$ cat src/serdes_regs_defines.vh
// Register offsets, field positions and reset values of the serializer register bank.
`ifndef SERDES_REGS_DEFINES_VH
`define SERDES_REGS_DEFINES_VH
`define ADDR_RX_CHAN_A_BIT_MASK 6'h0a
`define ADDR_RX_CHAN_B_BYTE     6'h0b
`define ADDR_RX_CHAN_B_BIT_MASK 6'h0c
`define ADDR_TX_IRQ_ENABLE      6'h0d
`define ADDR_TX_IRQ_FLAGS       6'h0e
`define ADDR_TX_DATA            6'h0f
`define ADDR_TX_VALID           6'h10
`define ADDR_MODE_CTRL          6'h03
`define BIT_UNDERFLOW           3
`define BIT_OVERFLOW            2
`define BIT_DONE                1
`define BIT_EMPTY               0
`define BIT_TX_ENABLE           7
`define BIT_RX_ENABLE           6
`define RESET_BYTE              8'h00
`define RESET_VALID             8'hff
`define FLAG_FIELD              3:0
`define ALL_VALID               8'hff
`define BIT_CNT_MAX             3'h7
`define FIFO_DEPTH              4
`endif

$ cat src/tx_fifo.v
// Small synchronous FIFO with valid and ready on both sides.
`timescale 1ns/1ps
module tx_fifo #(
  parameter WIDTH = 16,
  parameter DEPTH = 4,
  parameter AW    = 2
) (
  input  wire             clk_sys_i,
  input  wire             reset_n_i,
  input  wire             ce_i,
  input  wire [WIDTH-1:0] in_data_i,
  input  wire             in_valid_i,
  output wire             in_ready_o,
  output wire [WIDTH-1:0] out_data_o,
  output wire             out_valid_o,
  input  wire             out_ready_i
);
  reg [WIDTH-1:0] mem [0:DEPTH-1];
  reg [AW-1:0]    wr_ptr_r;
  reg [AW-1:0]    rd_ptr_r;
  reg [AW:0]      count_r;
  wire            push;
  wire            pop;

  assign in_ready_o  = (count_r != DEPTH[AW:0]);
  assign out_valid_o = (count_r != {(AW+1){1'b0}});
  assign out_data_o  = mem[rd_ptr_r];
  assign push        = in_valid_i & in_ready_o;
  assign pop         = out_valid_o & out_ready_i;

  always @(posedge clk_sys_i)
  begin
    if (ce_i && push)
      mem[wr_ptr_r] <= in_data_i;
  end

  always @(posedge clk_sys_i or negedge reset_n_i)
  begin
    if (!reset_n_i)
    begin
      wr_ptr_r <= {AW{1'b0}};
      rd_ptr_r <= {AW{1'b0}};
      count_r  <= {(AW+1){1'b0}};
    end
    else if (ce_i)
    begin
      if (push)
        wr_ptr_r <= (wr_ptr_r == DEPTH[AW-1:0] - 1'b1) ? {AW{1'b0}} : wr_ptr_r + 1'b1;
      if (pop)
        rd_ptr_r <= (rd_ptr_r == DEPTH[AW-1:0] - 1'b1) ? {AW{1'b0}} : rd_ptr_r + 1'b1;
      if (push && !pop)
        count_r <= count_r + 1'b1;
      else if (pop && !push)
        count_r <= count_r - 1'b1;
    end
  end
endmodule

$ cat src/tx_shifter.v
// Transmit shifter that sends valid bits least significant first.
`timescale 1ns/1ps
`include "serdes_regs_defines.vh"
module tx_shifter (
  input  wire       clk_sys_i,
  input  wire       reset_n_i,
  input  wire       ce_i,
  input  wire       bit_tick_i,
  input  wire       active_i,
  input  wire [7:0] load_data_i,
  input  wire [7:0] load_valid_i,
  input  wire       load_avail_i,
  output wire       load_take_o,
  output reg        tx_bit_o,
  output reg        tx_bit_valid_o,
  output reg        loaded_o,
  output reg        underflow_o,
  output reg        done_o
);
  reg [7:0] data_r;
  reg [7:0] valid_r;
  reg [2:0] cnt_r;
  reg       busy_r;
  reg       sent_one_r;
  reg       ended_r;
  wire      need_next;

  // The shifter wants a new byte when idle or on the last bit of the current byte.
  assign need_next   = active_i & bit_tick_i & (~busy_r | (cnt_r == `BIT_CNT_MAX));
  assign load_take_o = need_next & load_avail_i;

  always @(posedge clk_sys_i or negedge reset_n_i)
  begin
    if (!reset_n_i)
    begin
      data_r         <= `RESET_BYTE;
      valid_r        <= `RESET_BYTE;
      cnt_r          <= 3'h0;
      busy_r         <= 1'b0;
      sent_one_r     <= 1'b0;
      ended_r        <= 1'b0;
      tx_bit_o       <= 1'b0;
      tx_bit_valid_o <= 1'b0;
      loaded_o       <= 1'b0;
      underflow_o    <= 1'b0;
      done_o         <= 1'b0;
    end
    else if (ce_i)
    begin
      loaded_o    <= 1'b0;
      underflow_o <= 1'b0;
      done_o      <= 1'b0;
      if (!active_i)
      begin
        busy_r         <= 1'b0;
        sent_one_r     <= 1'b0;
        ended_r        <= 1'b0;
        cnt_r          <= 3'h0;
        tx_bit_valid_o <= 1'b0;
      end
      else if (bit_tick_i)
      begin
        if (busy_r && cnt_r != `BIT_CNT_MAX)
        begin
          // Shift out the next bit, LSB first; the count holds the index of the bit sent.
          tx_bit_o       <= data_r[0];
          tx_bit_valid_o <= valid_r[0];
          data_r         <= {1'b0, data_r[7:1]};
          valid_r        <= {1'b0, valid_r[7:1]};
          cnt_r          <= cnt_r + 3'h1;
          sent_one_r     <= 1'b1;
          // The byte ends once no valid bits remain behind this one.
          busy_r         <= (valid_r[7:1] != 7'h00);
          ended_r        <= (valid_r[7:1] == 7'h00);
        end
        else if (load_avail_i)
        begin
          tx_bit_o       <= load_data_i[0];
          tx_bit_valid_o <= load_valid_i[0];
          data_r         <= {1'b0, load_data_i[7:1]};
          valid_r        <= {1'b0, load_valid_i[7:1]};
          cnt_r          <= 3'h0;
          busy_r         <= (load_valid_i[7:1] != 7'h00);
          ended_r        <= (load_valid_i[7:1] == 7'h00);
          sent_one_r     <= 1'b1;
          loaded_o       <= 1'b1;
        end
        else
        begin
          tx_bit_valid_o <= 1'b0;
          busy_r         <= 1'b0;
          ended_r        <= 1'b0;
          if (sent_one_r)
          begin
            underflow_o <= 1'b1;
            done_o      <= ended_r;
          end
        end
      end
    end
  end
endmodule

$ cat src/serdes_valid_and_tx_irq_regs.v
// Register bank for receive valid masks, channel B data and transmit interrupt logic.
`timescale 1ns/1ps
`include "serdes_regs_defines.vh"
module serdes_valid_and_tx_irq_regs #(
  parameter FIFO_WIDTH = 16,
  parameter FIFO_AW    = 2
) (
  input  wire       clk_sys_i,
  input  wire       reset_n_i,
  input  wire       ce_i,
  input  wire [5:0] reg_addr_i,
  input  wire       reg_wr_i,
  input  wire       reg_rd_i,
  input  wire [7:0] reg_wdata_i,
  output reg  [7:0] reg_rdata_o,
  input  wire       tx_enable_i,
  input  wire       rx_enable_i,
  input  wire       rx_a_load_i,
  input  wire [7:0] rx_a_valid_i,
  input  wire       rx_b_load_i,
  input  wire [7:0] rx_b_data_i,
  input  wire [7:0] rx_b_valid_i,
  input  wire       bit_tick_i,
  output wire       tx_bit_o,
  output wire       tx_bit_valid_o,
  output wire       rx_a_all_valid_o,
  output wire       rx_b_all_valid_o,
  output wire       irq_o
);
  // ==========================================================================
  // Input synchronisers for mode pins.
  reg        tx_en_s1_r;
  reg        tx_en_s2_r;
  reg        rx_en_s1_r;
  reg        rx_en_s2_r;

  always @(posedge clk_sys_i or negedge reset_n_i)
  begin
    if (!reset_n_i)
    begin
      tx_en_s1_r <= 1'b0;
      tx_en_s2_r <= 1'b0;
      rx_en_s1_r <= 1'b0;
      rx_en_s2_r <= 1'b0;
    end
    else if (ce_i)
    begin
      tx_en_s1_r <= tx_enable_i;
      tx_en_s2_r <= tx_en_s1_r;
      rx_en_s1_r <= rx_enable_i;
      rx_en_s2_r <= rx_en_s1_r;
    end
  end

  wire tx_mode;
  assign tx_mode = tx_en_s2_r;

  // ==========================================================================
  // Receive side registers.
  reg [7:0] rx_a_mask_r;
  reg [7:0] rx_b_byte_r;
  reg [7:0] rx_b_mask_r;

  always @(posedge clk_sys_i or negedge reset_n_i)
  begin
    if (!reset_n_i)
    begin
      rx_a_mask_r <= `RESET_BYTE;
      rx_b_byte_r <= `RESET_BYTE;
      rx_b_mask_r <= `RESET_BYTE;
    end
    else if (ce_i)
    begin
      if (rx_a_load_i)
        rx_a_mask_r <= rx_a_valid_i;
      if (rx_b_load_i)
      begin
        rx_b_byte_r <= rx_b_data_i;
        rx_b_mask_r <= rx_b_valid_i;
      end
    end
  end

  // All-valid flags that let the host skip the mask read.
  assign rx_a_all_valid_o = rx_en_s2_r & (rx_a_mask_r == `ALL_VALID);
  assign rx_b_all_valid_o = rx_en_s2_r & (rx_b_mask_r == `ALL_VALID);

  // ==========================================================================
  // Host write decode and transmit byte path.
  reg  [3:0] tx_irq_en_r;
  reg  [7:0] tx_valid_r;
  wire       wr_en;
  wire       wr_data;
  wire       rd_flags;
  wire       fifo_in_ready;
  wire       fifo_out_valid;
  wire [FIFO_WIDTH-1:0] fifo_out;
  wire       shift_take;
  wire       ev_loaded;
  wire       ev_underflow;
  wire       ev_done;

  assign wr_en    = ce_i & reg_wr_i & (reg_addr_i == `ADDR_TX_IRQ_ENABLE);
  assign wr_data  = ce_i & reg_wr_i & (reg_addr_i == `ADDR_TX_DATA);
  assign rd_flags = ce_i & reg_rd_i & (reg_addr_i == `ADDR_TX_IRQ_FLAGS);

  always @(posedge clk_sys_i or negedge reset_n_i)
  begin
    if (!reset_n_i)
    begin
      tx_irq_en_r <= 4'h0;
      tx_valid_r  <= `RESET_VALID;
    end
    else if (ce_i && reg_wr_i)
    begin
      if (reg_addr_i == `ADDR_TX_IRQ_ENABLE)
        tx_irq_en_r <= reg_wdata_i[`FLAG_FIELD];
      else if (reg_addr_i == `ADDR_TX_VALID)
        tx_valid_r <= reg_wdata_i;
    end
  end

  // Written bytes queue here; a data register write pushes at the FIFO tail.
  tx_fifo #(
    .WIDTH (FIFO_WIDTH),
    .DEPTH (`FIFO_DEPTH),
    .AW    (FIFO_AW)
  ) u_fifo (
    .clk_sys_i   (clk_sys_i),
    .reset_n_i   (reset_n_i),
    .ce_i        (ce_i),
    .in_data_i   ({tx_valid_r, reg_wdata_i}),
    .in_valid_i  (wr_data),
    .in_ready_o  (fifo_in_ready),
    .out_data_o  (fifo_out),
    .out_valid_o (fifo_out_valid),
    .out_ready_i (shift_take)
  );

  tx_shifter u_shift (
    .clk_sys_i      (clk_sys_i),
    .reset_n_i      (reset_n_i),
    .ce_i           (ce_i),
    .bit_tick_i     (bit_tick_i),
    .active_i       (tx_mode),
    .load_data_i    (fifo_out[7:0]),
    .load_valid_i   (fifo_out[15:8]),
    .load_avail_i   (fifo_out_valid),
    .load_take_o    (shift_take),
    .tx_bit_o       (tx_bit_o),
    .tx_bit_valid_o (tx_bit_valid_o),
    .loaded_o       (ev_loaded),
    .underflow_o    (ev_underflow),
    .done_o         (ev_done)
  );

  // ==========================================================================
  // Transmit status flags; a set in the same cycle as a read or data-write clear wins.
  reg  [3:0] tx_flags_r;
  reg  [3:0] flags_nxt;
  wire       ev_overflow;

  // A write while a byte still waits to load is an overflow; FIFO full drops it.
  assign ev_overflow = wr_data & (fifo_out_valid | ~fifo_in_ready);

  always @*
  begin
    flags_nxt = tx_flags_r;
    if (rd_flags)
    begin
      flags_nxt[`BIT_UNDERFLOW] = 1'b0;
      flags_nxt[`BIT_OVERFLOW]  = 1'b0;
      flags_nxt[`BIT_DONE]      = 1'b0;
    end
    if (wr_data)
      flags_nxt[`BIT_EMPTY] = 1'b0;
    if (ev_underflow)
      flags_nxt[`BIT_UNDERFLOW] = 1'b1;
    if (ev_overflow)
      flags_nxt[`BIT_OVERFLOW] = 1'b1;
    if (ev_done)
      flags_nxt[`BIT_DONE] = 1'b1;
    if (ev_loaded)
      flags_nxt[`BIT_EMPTY] = 1'b1;
    if (!tx_mode)
      flags_nxt = 4'h0;
  end

  always @(posedge clk_sys_i or negedge reset_n_i)
  begin
    if (!reset_n_i)
      tx_flags_r <= 4'h0;
    else if (ce_i)
      tx_flags_r <= flags_nxt;
  end

  assign irq_o = |(tx_flags_r & tx_irq_en_r);

  // ==========================================================================
  // Read data mux.
  always @(posedge clk_sys_i or negedge reset_n_i)
  begin
    if (!reset_n_i)
      reg_rdata_o <= `RESET_BYTE;
    else if (ce_i && reg_rd_i)
    begin
      if (reg_addr_i == `ADDR_RX_CHAN_A_BIT_MASK)
        reg_rdata_o <= rx_en_s2_r ? rx_a_mask_r : `RESET_BYTE;
      else if (reg_addr_i == `ADDR_RX_CHAN_B_BYTE)
        reg_rdata_o <= rx_b_byte_r;
      else if (reg_addr_i == `ADDR_RX_CHAN_B_BIT_MASK)
        reg_rdata_o <= rx_en_s2_r ? rx_b_mask_r : `RESET_BYTE;
      else if (reg_addr_i == `ADDR_TX_IRQ_ENABLE)
        reg_rdata_o <= {4'h0, tx_irq_en_r};
      else if (reg_addr_i == `ADDR_TX_IRQ_FLAGS)
        reg_rdata_o <= {4'h0, tx_flags_r};
      else if (reg_addr_i == `ADDR_TX_VALID)
        reg_rdata_o <= tx_valid_r;
      else
        reg_rdata_o <= `RESET_BYTE;
    end
  end
endmodule

$ cat config.mk
export PLATFORM = sky130hd
export DESIGN_NAME = serdes_valid_and_tx_irq_regs
export DESIGN_NICKNAME = d
export VERILOG_FILES = /design/src/tx_fifo.v /design/src/tx_shifter.v /design/src/serdes_valid_and_tx_irq_regs.v
export VERILOG_INCLUDE_DIRS = /design/src
export SDC_FILE = /design/constraint.sdc
export NUM_CORES = 1
export LEC_CHECK = 0
export BUFFER_PORTS_ARGS = -buffer_cell sky130_fd_sc_hd__buf_2
export CAP_MARGIN = 20
export CORE_ASPECT_RATIO = 0.9
export CORE_MARGIN = 2
export CORE_UTILIZATION = 60
export CTS_CLUSTER_SIZE = 12
export DETAILED_ROUTE_END_ITERATION = 8
export PLACE_DENSITY = 0.85
export SETUP_SLACK_MARGIN = 0.05
export SLEW_MARGIN = 30
export SYNTH_ARGS = -nofsm -noshare
export SYNTH_HDL_FRONTEND = slang
export SYNTH_SLANG_ARGS = --single-unit
$ cat constraint.sdc
create_clock -name clk_sys_i -period 5.65 [get_ports clk_sys_i]
set_clock_uncertainty 0.1 [all_clocks]
set_input_delay 0.2825 -clock clk_sys_i [delete_from_list [all_inputs] [get_ports clk_sys_i]]
set_output_delay 0.2825 -clock clk_sys_i [all_outputs]
set_load 0.02 [all_outputs]
# ---- Word level (Yosys, flattened, before mapping)
# Memory sizes are Yosys's and may differ from the RTL's.
# Index checks and enable logic that the tools add are counted.
dict set report word_totals {
  regBits 86
  mem_bits_rw 64
  in_bits 48
  output_inout_bits 13
  wordCells 163
  mem_count 1
}
# memory depth word_bits rd rd_ports_with_merged_regs wr line_no
set mem_list {}
lappend mem_list {u_fifo.mem 4 16 1 0 1 tx_fifo.v:18} ;# reg [WIDTH-1:0] mem [0:DEPTH-1];
dict set report op_classes {
  add_sub_neg 5
  n_eq_ne 20
  n_mux 61
  n_bitwise 18
  n_reduce_logical 30
}
# operator count
set ops {}
lappend ops {{8-bit 2-to-1 mux} 12}
lappend ops {{1-bit 2-to-1 mux} 39}
lappend ops {{6-bit by 4-bit equality test with 1-bit output (second input constant)} 6}
lappend ops {{2-bit AND reduction} 11}
lappend ops {{3-bit 2-to-1 mux} 7}
lappend ops {{8-bit equality test (second input constant)} 2}
lappend ops {{3-bit by 1-bit inequality test with 1-bit output (second input constant)} 5}
lappend ops {{7-bit logical NOT} 2}
lappend ops {{7-bit nonzero test} 2}
lappend ops {{1-bit AND} 12}
lappend ops {{3-bit by 1-bit adder with 3-bit output (second input constant)} 2}
lappend ops {{6-bit by 5-bit equality test with 1-bit output (second input constant)} 1}
lappend ops {{1-bit logical AND} 6}
lappend ops {{3-bit inequality test (second input constant)} 2}
lappend ops {{3-bit AND reduction} 2}
lappend ops {{2-bit by 1-bit adder with 2-bit output (second input constant)} 2}
lappend ops {{4-bit AND} 1}
lappend ops {{2-bit equality test (second input constant)} 2}
lappend ops {{2-bit 2-to-1 mux} 2}
lappend ops {{4-bit 2-to-1 mux} 1}
lappend ops {{4-bit AND reduction} 1}
lappend ops {{2-bit nonzero test} 2}
lappend ops {{4-bit OR reduction} 1}
lappend ops {{3-bit equality test (second input constant)} 1}
lappend ops {{other kinds (6)} 10}

# ---- Logic depth before layout (Yosys ltp)
# Gate-level depths: netlist of the first run.
dict set report depth {
  ltp_word 9
  ltp_mapped 13
  depth_no_buf 11
}

# ---- Cells and area by module
# A second synthesis of the first run with hierarchy kept.
dict set report hier_totals {
  cells_unflattened 435
  area_unflattened_um2 6706.4
}
# mod n_inst cells_each area_per_inst_um2 seq_area_each_um2
set by_module_without_submodules {}
lappend by_module_without_submodules {tx_fifo 1 125 2815.2 2097.0}
lappend by_module_without_submodules {serdes_valid_and_tx_irq_regs 1 205 2532.4 1311.3}
lappend by_module_without_submodules {tx_shifter 1 105 1358.8 625.6}

# ---- Worst setup path before layout of the first run
# Ideal clock, no wire load.
dict set report synth_path {
  path_type {register to register}
  from {register u_shift.cnt_r[0]}
  to {register u_fifo.count_r[2]}
  setup_time_ns 0.123
  arrival_ns 2.514
  required_time_ns 5.427
  setup_slack_ns 2.913
  path_stages_with_launch 14
  path_buffers 2
  period_less_slack_ns 2.737
  cell_sequence {dfrtp_1 -> ha_1 -> ha_1 -> nor2b_1 -> clkbuf_1 -> clkbuf_1 -> nor2_1 -> nand3_1 -> ha_1 -> inv_1 -> fa_1 -> xnor2_1 -> nand2_1 -> xnor2_1}
}
dict set report synth_between {
  elab_chain_cells 9
  word_cells_on_any_way 11
  cone_classes {eq/ne (1); mux (1); bitwise (4); reduce/logical (5)}
}
# element line_no
set synth_lines {}
lappend synth_lines {{start, declared} tx_shifter.v:22} ;# reg [2:0] cnt_r;
lappend synth_lines {{start signal, assigned} tx_shifter.v:70} ;# cnt_r <= cnt_r + 3'h1;
lappend synth_lines {{3-bit equality test (no line) (*)} -}
lappend synth_lines {{1-bit bitwise OR (*)} tx_shifter.v:29} ;# assign need_next = active_i & bit_tick_i & (~busy_r | (cnt_r == `BIT_CNT_MAX));
lappend synth_lines {{1-bit AND (*)} tx_shifter.v:29}
lappend synth_lines {{1-bit AND (*)} tx_shifter.v:30} ;# assign load_take_o = need_next & load_avail_i;
lappend synth_lines {{1-bit AND (*)} tx_fifo.v:29} ;# assign pop = out_valid_o & out_ready_i;
lappend synth_lines {{1-bit logical NOT} tx_fifo.v:51} ;# if (push && !pop)
lappend synth_lines {{1-bit logical AND} tx_fifo.v:51}
lappend synth_lines {{2-bit nonzero test (no line)} -}
lappend synth_lines {{2-bit AND reduction (no line)} -}
lappend synth_lines {{end signal, assigned} tx_fifo.v:43} ;# count_r <= {(AW+1){1'b0}};
lappend synth_lines {{end signal, assigned} tx_fifo.v:52} ;# count_r <= count_r + 1'b1;
lappend synth_lines {{end signal, assigned} tx_fifo.v:54} ;# count_r <= count_r - 1'b1;
lappend synth_lines {{end, declared} tx_fifo.v:21} ;# reg [AW:0] count_r;
# Mark *: on every way between the ends. The rest lies on a longest branch, timed or not.
# A chain may end at the register's enable or synchronous reset.

# ---- Worst setup path in the final report of the first run
# Ends and elaborated chain as after synthesis.

==> run metrics, run 1 <==
Yosys top cell area share=29.9%; initial drt markers=538; critical path arrival=3.09 ns; Critical Path RT=5.85 ns; status=completed; maximum clock insertion buffer count=2; Seq pwr share=46.9%; worst-skew pair later-pin latency=0.42 ns; Detailed Place HPWL=9090 um; Pre-Repair DR Iteration Count=5; Distinct cells, synth=51; FF+latch count, synth=148; Max Clk Rate=346 MHz; Synth Flop Type=dfrtp_1; Sw Share=28.7%; antenna cells=0; Die ar.=11,600 um2; I/O pins=61; RSZ-0062 raised after global routing=false; Root Driver=clkbuf_16; share of cells above drive strength 1=29.7%; Avg Vias per Cell=6.20; post-layout min period=2.89 ns; final number of setup-violating endpoints=0; most common cell after layout, fill and taps aside=dfrtp_1; leading cell types in the layout, fill and taps excluded=dfrtp_1 (75), edfxtp_1 (64), buf_2 (59), nand2_1 (52), mux2_2 (45); setup slack, reg-to-reg=2.76 ns; power share of the combinational group=16.8%; fin nets=606; clk slew on worst S/H paths=0.06 ns; Clock Sinks=148; VDD IR max=246 uV; ranking of synthesized cells by area=edfxtp_1 (30%), dfrtp_1 (30%), mux2_2 (7.9%), mux4_2 (4.2%), dfstp_2 (3.3%); area leader, netlist=edfxtp_1; die width=113 um; Finished Cell Area=7680 um2; HP Class=in2reg; filler instances=614; Routed WL per cell=20.3 um; die height=102 um; Max-slew headroom=42.9%; initial antenna violation count=0; Worst R2R Start=u_shift.cnt_r[0]; worst-path fanout max=16; routability cong.=0.914; final hold violations=0; largest net degree at the start of global routing=85; Reg2Reg Capture Point=u_fifo.count_r[2]; CTS tree=yes; final wirelength=14,000 um; Syn Nets=520; Critical Path Sink Type=register; grt ovf=0; dpl cell area=6810 um2; # DRC=0; Total Neg Setup Slack=0 ns; Leak=3.13 nW; FP Rows=35; Slew Limit Fails=0; vias in the first global route=4,206; Clock power frac=36.3%; max_cap viols=0; global-route wire length before repair=22,400 um; Avg Inst Size Synth=13.9 um2; Worst Setup SP=u_shift.cnt_r[0]; number of routed nets with antenna violations=0; R2R depth=11; final worst path period share=51.2%; number of synthesized flops with an enable pin=64; Inserted Clock Buffers=17; path type of the worst setup path=reg2reg; Synth-to-Final Area Change=19.5%; Seq/Total Area, Yosys=62.8%; worst slew pin tran=0.857 ns; core area=10,300 um2; Synth Warn #=0; crit start category=register; min-delay src=rx_enable_i; Sw Pwr=0.869 mW; Max H-tree Level=4; area of the mapped netlist=6430 um2; end point of the critical path=u_fifo.count_r[2]; ys async rst share=56.8%; Setup Buffers After CTS=0; PwrDens=395 nW/um2; Cell Int Power=2.16 mW; post-synthesis cell count=463; Starting Density=62.2%; Vias=4,287; number of port buffers=60; overall routing resource usage=25.9%
==> kinds of logic after synthesis <==
kind of cell / Yosys count / synth area share (%)
AOI/OAI and AO/OA: 72 / 8.08
xor gates and xnor gates: 3 / 0.409
adders and majority gates: 9 / 1.87
buffers and inverters: 31 / 2.10
DFF: 148 / 62.8
muxes: 61 / 13.7
and+or+nand+nor: 139 / 11.0
==> synthesized netlist by cell type (2+ instances only) <==
master / number
and3b_1: 4
mux2_2: 45
ha_1: 8
buf_1: 2
inv_1: 10
xnor2_1: 2
dfstp_2: 8
nor3_1: 5
edfxtp_1: 64
a211oi_1: 5
a31oi_1: 17
clkbuf_1: 11
nand3_1: 17
o2bb2ai_1: 4
a22oi_1: 5
a21oi_1: 8
nor2b_1: 3
buf_2: 6
dfrtp_1: 76
nand2_1: 52
nor2_1: 28
nand4_1: 4
a21o_1: 4
o21ai_0: 9
a221oi_1: 4
nand2b_1: 2
and2_1: 10
mux4_1: 4
a221o_1: 4
a22o_1: 2
a32o_1: 6
mux4_2: 12
and3_1: 4
==> sequential cells by signal (all words and copies together), names as in the netlist, 2 cells and up <==
register         cells
reg_rdata_o          8
rx_a_mask_r          8
rx_b_byte_r          8
rx_b_mask_r          8
tx_flags_r           4
tx_irq_en_r          4
tx_valid_r           8
u_fifo.count_r       3
u_fifo.mem          64
u_fifo.rd_ptr_r      2
u_fifo.wr_ptr_r      2
u_shift.cnt_r        3
u_shift.data_r       7
u_shift.valid_r      7
==> worst max-delay path: stages (launching register included) <==
cell and delay [ns]:
dfrtp_1 0.39, ha_1 0.21, ha_1 0.24, nor2b_2 0.53
nor2_1 0.11, nand3_1 0.12, ha_1 0.18, inv_1 0.07
fa_1 0.43, xnor2_1 0.17, nand2_1 0.09, xnor2_1 0.14
==> metrics by stage <==
| step | hold WS (ns) | instances | util (%) | setup WS (ns) | total power [mW] |
|---|---|---|---|---|---|
| after floorplan | -0.113 | 463 | - | 2.91 | 1.76 |
| after global placement | 0.363 | 631 | 65.8 | 2.62 | 1.89 |
| after detailed placement | 0.289 | 631 | 65.9 | 2.50 | 1.93 |
| after CTS | 0.0000744 | 689 | 74.1 | 2.45 | 3.05 |
| after global routing | 0.00167 | 691 | 74.3 | 2.56 | 3.17 |
| final | 0.0121 | 691 | 74.3 | 2.76 | 3.03 |
==> metal layers <==
metal | up-vias | wire [um] | GRT usage [%]
li1 | 1929 | - | -
met1 | 2171 | 6180 | 36.5
met4 | 0 | 181 | 9.10
met5 | - | 0 | 0
met2 | 167 | 6740 | 39.9
met3 | 20 | 891 | 7.00
==> layout make-up <==
type / count / area [um2] / share of cell area (%)
flip-flops and latches: 148 / 4040 / 52.6
multi-input cells: 284 / 2270 / 29.6
repair buffers: 88 / 587 / 7.64
clock buffers: 19 / 453 / 5.90
well taps: 129 / 161 / 2.10
clock inverters: 13 / 133 / 1.73
inverters: 10 / 37.5 / 0.489
==> power by group through the flow <==
stage | clock [mW] | combinational (mW) | sequential, mW
floorplan | 0 | 0.399 | 1.36
global placement | 0 | 0.461 | 1.43
detailed placement | 0 | 0.486 | 1.44
CTS | 1.12 | 0.507 | 1.42
global route | 1.17 | 0.557 | 1.45
finish | 1.10 | 0.508 | 1.42
==> worst min-delay path by stage <==
stage / to / slack [ns] / cells past startpoint
6_report: rx_en_s1_r / 0.01 / 2
5_1_grt: rx_a_mask_r[7] / 0.002 / 2
4_1_cts: rx_b_mask_r[2] / 0.00007 / 2
3_5_place_dp: u_shift.valid_r[5] / 0.29 / 1
3_3_place_gp: tx_en_s2_r / 0.36 / 2
2_1_floorplan: reg_rdata_o[0] / -0.11 / 0
==> what timing repair did <==
action / 4_1_cts / 5_1_grt
endpoints found under the hold margin: 110 / 2
endpoints found under the setup margin: 0 / 0
gates resized for setup: 0 / 0
hold buffers: 26 / 2
No activity file was read; power rests on OpenSTA's default activity.
==> run 2: changes to the inputs <==
--- a/config.mk
+++ b/config.mk
@@ -10,10 +10,10 @@
 export CAP_MARGIN = 20
 export CORE_ASPECT_RATIO = 0.9
 export CORE_MARGIN = 2
-export CORE_UTILIZATION = 60
+export CORE_UTILIZATION = 53
 export CTS_CLUSTER_SIZE = 12
 export DETAILED_ROUTE_END_ITERATION = 8
-export PLACE_DENSITY = 0.85
+export PLACE_DENSITY = 0.79
 export SETUP_SLACK_MARGIN = 0.05
 export SLEW_MARGIN = 30
 export SYNTH_ARGS = -nofsm -noshare
==> constraint.sdc (replaced) <==
create_clock -name clk_sys_i -period 2.45 [get_ports clk_sys_i]
set_clock_uncertainty 0.1 [all_clocks]
set_input_delay 0.1225 -clock clk_sys_i [delete_from_list [all_inputs] [get_ports clk_sys_i]]
set_output_delay 0.1225 -clock clk_sys_i [all_outputs]
set_load 0.02 [all_outputs]
==> run metrics, run 2 (synthesized netlist as in run 1, its figures left out) <==
status=completed; path type of the worst setup path=reg2reg; Post-CTS Resized=0; final hold violations=0; final number of setup-violating endpoints=0; Synth-to-Final Area Change=23.9%; # DRC=0; Critical Path RT=2.65 ns; Total Neg Setup Slack=0 ns; Total Power=7.24 mW; grt ovf=0; Clock Sinks=148; Avg Vias per Cell=6.02; share of cells above drive strength 1=31.0%; largest net degree at the start of global routing=49; Hold-fix buffers, CTS=35; vias in the first global route=4,425; crit-path max cell delay=0.40 ns; initial antenna violation count=0; overall routing resource usage=24.6%; ordered list of cells on the worst path=ha_2 > ha_2 > nor2b_1 > nor2_1 > nand3_1 > ha_2 > inv_2 > fa_2 > xnor2_1 > nand2_1 > xnor2_1; die width=120 um; antenna cells=0; Routed WL per cell=20.1 um; Starting Density=53.8%; pre-CTS setup slack=0.227 ns; Max-slew headroom=54.2%; I/O pins=61; Slew Limit Fails=0; PwrDens=909 nW/um2; leading cell types in the layout, fill and taps excluded=dfrtp_1 (76), edfxtp_1 (64), buf_2 (59), nand2_1 (52), mux2_2 (45); fin nets=631; max reg flops=64; Inserted Clock Buffers=17; number of port buffers=60; VDD IR max=544 uV; HP Class=in2reg; filler instances=758; critical path arrival=2.43 ns; RSZ-0062 raised after global routing=false; Top cell by count, worst path=ha_2; worst-path fanout max=3; final worst path period share=91.1%; Max H-tree Level=4; Setup Buffers After CTS=0; crit start category=register; Vias=4,495; global-route wire length before repair=23,800 um; worst-skew pair later-pin latency=0.42 ns; clk slew on worst S/H paths=0.06 ns; Critical Path Sink Type=register; die height=108 um; routability cong.=0.905; final wirelength=15,100 um; most common cell after layout, fill and taps aside=dfrtp_1; Top reg by flops=u_fifo.mem; core area=11,900 um2; post-layout min period=2.23 ns; final worst setup slack=0.218 ns; Max Clk Rate=448 MHz; Detailed Place HPWL=9600 um; Pre-Repair DR Iteration Count=5; FP Rows=38; CTS tree=yes; Die ar.=13,000 um2; number of routed nets with antenna violations=0; worst slew pin tran=0.685 ns; initial drt markers=470; maximum clock insertion buffer count=2; max_cap viols=0; Leak=3.24 nW; Root Driver=clkbuf_16; slowest CP cell=dfrtp_1
[run 2: stage by stage]
step	instances	hold slack (ns)	cell area, um2	utilization (%)
after floorplan	463	-0.273	6450	-
final	747	0.101	7960	66.7
after global routing	747	0.144	7960	66.7
after detailed placement	680	0.0239	6990	58.6
after global placement	680	0.0177	6990	58.6
after CTS	747	0.0864	7960	66.7
[run 2: per-layer routing]
layer	share of wire [%]	GRT usage, %	wire length [um]	vias to the layer above
met2	48	37.4	7210	216
met5	0	0	0	-
li1	-	-	-	1980
met3	7.1	7.59	1080	59
met4	3.3	10.8	503	0
met1	42	33.0	6260	2240
[run 2: where the power goes]
| part | internal [mW] | switching, mW | total [mW] |
|---|---|---|---|
| Sequential | 2.90 | 0.283 | 3.18 |
| Clock | 1.74 | 0.950 | 2.69 |
| Combinational | 0.679 | 0.685 | 1.36 |
| Total | 5.32 | 1.92 | 7.24 |
[run 2: worst paths after layout]
| check | to | slack, ns | start | cells past startpoint |
|---|---|---|---|---|
| max | u_fifo.count_r[2] | 0.22 | u_shift.cnt_r[0] | 11 |
| min reg2reg | u_shift.loaded_o | 0.40 | u_shift.loaded_o | 1 |
| min | u_shift.underflow_o | 0.10 | bit_tick_i | 3 |
| max reg2reg | u_fifo.count_r[2] | 0.22 | u_shift.cnt_r[0] | 11 |
| min in group asynchronous | u_shift.valid_r[3] | 0.13 | reset_n_i | 2 |
| max in group asynchronous | tx_valid_r[1] | 1.41 | reset_n_i | 3 |
[run 2: layout make-up]
type	instances	area, um2	area share, %
repair buffers	113	801	10.1
inverters	10	37.5	0.472
flip-flops and latches	148	4030	50.7
multi-input cells	284	2270	28.5
well taps	160	200	2.51
clock buffers	21	460	5.78
clock inverters	11	156	1.96
[run 2: critical path: cells and delay by family (launching register included)]
kind | cells | cell delay [ns]
xor+xnor | 2 | 0.29
fa+ha+maj | 4 | 0.90
buf+inv | 1 | 0.04
flops | 1 | 0.40
simple gates | 4 | 0.38
==> run 3: changes to the inputs <==
--- a/config.mk
+++ b/config.mk
@@ -14,6 +14,7 @@
 export CTS_CLUSTER_SIZE = 12
 export DETAILED_ROUTE_END_ITERATION = 8
 export PLACE_DENSITY = 0.79
+export REMOVE_ABC_BUFFERS = 1
 export SETUP_SLACK_MARGIN = 0.05
 export SLEW_MARGIN = 30
 export SYNTH_ARGS = -nofsm -noshare
==> run metrics, run 3 (synthesized netlist as in run 1, its figures left out) <==
share of cells above drive strength 1=31.5%; Sw Share=26.4%; final hold violations=0; final number of setup-violating endpoints=0; Clock power frac=36.9%; Inserted Clock Buffers=17; filler instances=833; worst-skew pair later-pin latency=0.42 ns; Placed Cells=680; number of routed nets with antenna violations=0; core utilization of the finished layout=66.7%; ordered list of cells on the worst path=ha_1 > ha_2 > nor2b_2 > nor2_1 > nand3_1 > ha_2 > inv_1 > fa_1 > xnor2_1 > nand2_1 > xnor2_1; max_cap viols=0; pre-CTS setup slack=0.0592 ns; HP Class=in2reg; initial antenna violation count=0; Pre-Repair DR Iteration Count=5; Max-slew headroom=49.4%; setup slack, reg-to-reg=0.16 ns; Max H-tree Level=4; vias in the first global route=4,355; final wirelength=14,300 um; worst-path fanout max=3; Critical Path Sink Type=register; max reg flops=64; most common cell after layout, fill and taps aside=dfrtp_1; WP buf/inv=1; FP Rows=38; antenna cells=0; worst slew pin tran=0.759 ns; Die ar.=13,000 um2; # DRC=0; Sw Pwr=1.88 mW; Reg2Reg Capture Point=u_fifo.count_r[2]; Worst Hold Endpoint=reg_rdata_o[6]; Seq pwr share=45.1%; grt ovf=0; PwrDens=894 nW/um2; CP top delay family=adder cells; Top reg by flops=u_fifo.mem; largest net degree at the start of global routing=83; routability cong.=0.862; overall routing resource usage=22.8%; number of port buffers=60; clk slew on worst S/H paths=0.06 ns; initial drt markers=488; status=completed; die height=108 um; R2R depth=11; final worst setup slack=0.155 ns; maximum clock insertion buffer count=2; Vias=4,441; Clock Sinks=148; Critical Path RT=2.65 ns; VDD IR max=659 uV; Cell Int Power=5.24 mW; min-delay src=reg_rd_i; I/O pins=61; global-route wire length before repair=22,300 um; core area=11,900 um2; critical path arrival=2.50 ns; leading cell types in the layout, fill and taps excluded=dfrtp_1 (76), edfxtp_1 (64), buf_2 (59), nand2_1 (52), mux2_2 (45); slowest CP cell=fa_1; post-layout min period=2.29 ns; Synth-to-Final Area Change=23.9%; Worst R2R Start=u_shift.cnt_r[0]; Avg Vias per Cell=5.94; Leak=3.26 nW; Final Non-Filler Cells=748; WHS Path Cells=4; CTS tree=yes; Finished Cell Area=7960 um2; Max Clk Rate=436 MHz; Root Driver=clkbuf_16; crit start category=register; die width=120 um; Starting Density=53.8%; path type of the worst setup path=reg2reg; power share of the combinational group=17.9%; Detailed Place HPWL=9250 um; dpl cell area=6970 um2; Slew Limit Fails=0; fin nets=632; Total Power=7.12 mW; crit-path max cell delay=0.43 ns; Routed WL per cell=19.1 um; RSZ-0062 raised after global routing=false; final worst path period share=93.7%
-- run 3: worst max path at each step --
stage / cells after the start / to / from
5_1_grt: 11 / u_fifo.count_r[2] / u_shift.cnt_r[0]
3_5_place_dp: 10 / u_fifo.count_r[2] / reg_addr_i[5]
4_1_cts: 11 / u_fifo.count_r[2] / u_shift.cnt_r[0]
2_1_floorplan: 6 / u_shift.busy_r / u_shift.cnt_r[0]
6_report: 11 / u_fifo.count_r[2] / u_shift.cnt_r[0]
3_3_place_gp: 11 / u_fifo.count_r[2] / u_shift.cnt_r[0]
-- run 3: final cells by class --
cell class                      instances  area [um2]  share of cell area (%)
Inverter                               10        37.5                   0.471
Multi-Input combinational cell        284        2270                    28.5
Sequential cell                       148        4030                    50.7
Tap cell                              160         200                    2.51
Timing Repair Buffer                  114         800                    10.0
Clock inverter                          6        60.1                   0.754
Clock buffer                           26         563                    7.07
-- run 3: timing repair --
action / 4_1_cts / 5_1_grt
setup buffers: 0 / 1
hold buffers: 35 / 0
setup endpoints to repair: 0 / 1
resized for setup: 0 / 3
endpoints found under the hold margin: 146 / 0
-- run 3: stage by stage --
stage / hold WS, ns / setup TNS, ns
after detailed placement: 0.119 / 0
final: 0.100 / 0
after CTS: 0.0734 / 0
after floorplan: -0.273 / -5.63
after global placement: 0.252 / 0
after global routing: 0.114 / 0
-- run 3: layer usage --
metal	GRT usage (%)	share of wire (%)	wire, um	vias to the layer above
met1	30.9	44	6220	2218
li1	-	-	-	1973
met5	0	0	0	-
met2	35.3	48	6860	205
met3	6.65	6.2	883	45
met4	8.32	2.1	294	0
-- run 3: tightest hold or removal path, delay by kind of cell --
| kind | cells | cell delay, ns |
|---|---|---|
| AND/OR/NAND/NOR | 2 | 0.31 |
| AO/OA/AOI/OAI | 1 | 0.06 |
| buffers and inverters | 1 | 0.09 |
-- run 3: power groups by stage --
stage	logic (mW)	registers, mW	clock network, mW
6_report	1.28	3.21	2.63
3_5_place_dp	1.23	3.25	0
2_1_floorplan	0.773	3.23	0
4_1_cts	1.28	3.21	2.67
3_3_place_gp	1.18	3.23	0
5_1_grt	1.40	3.25	2.77
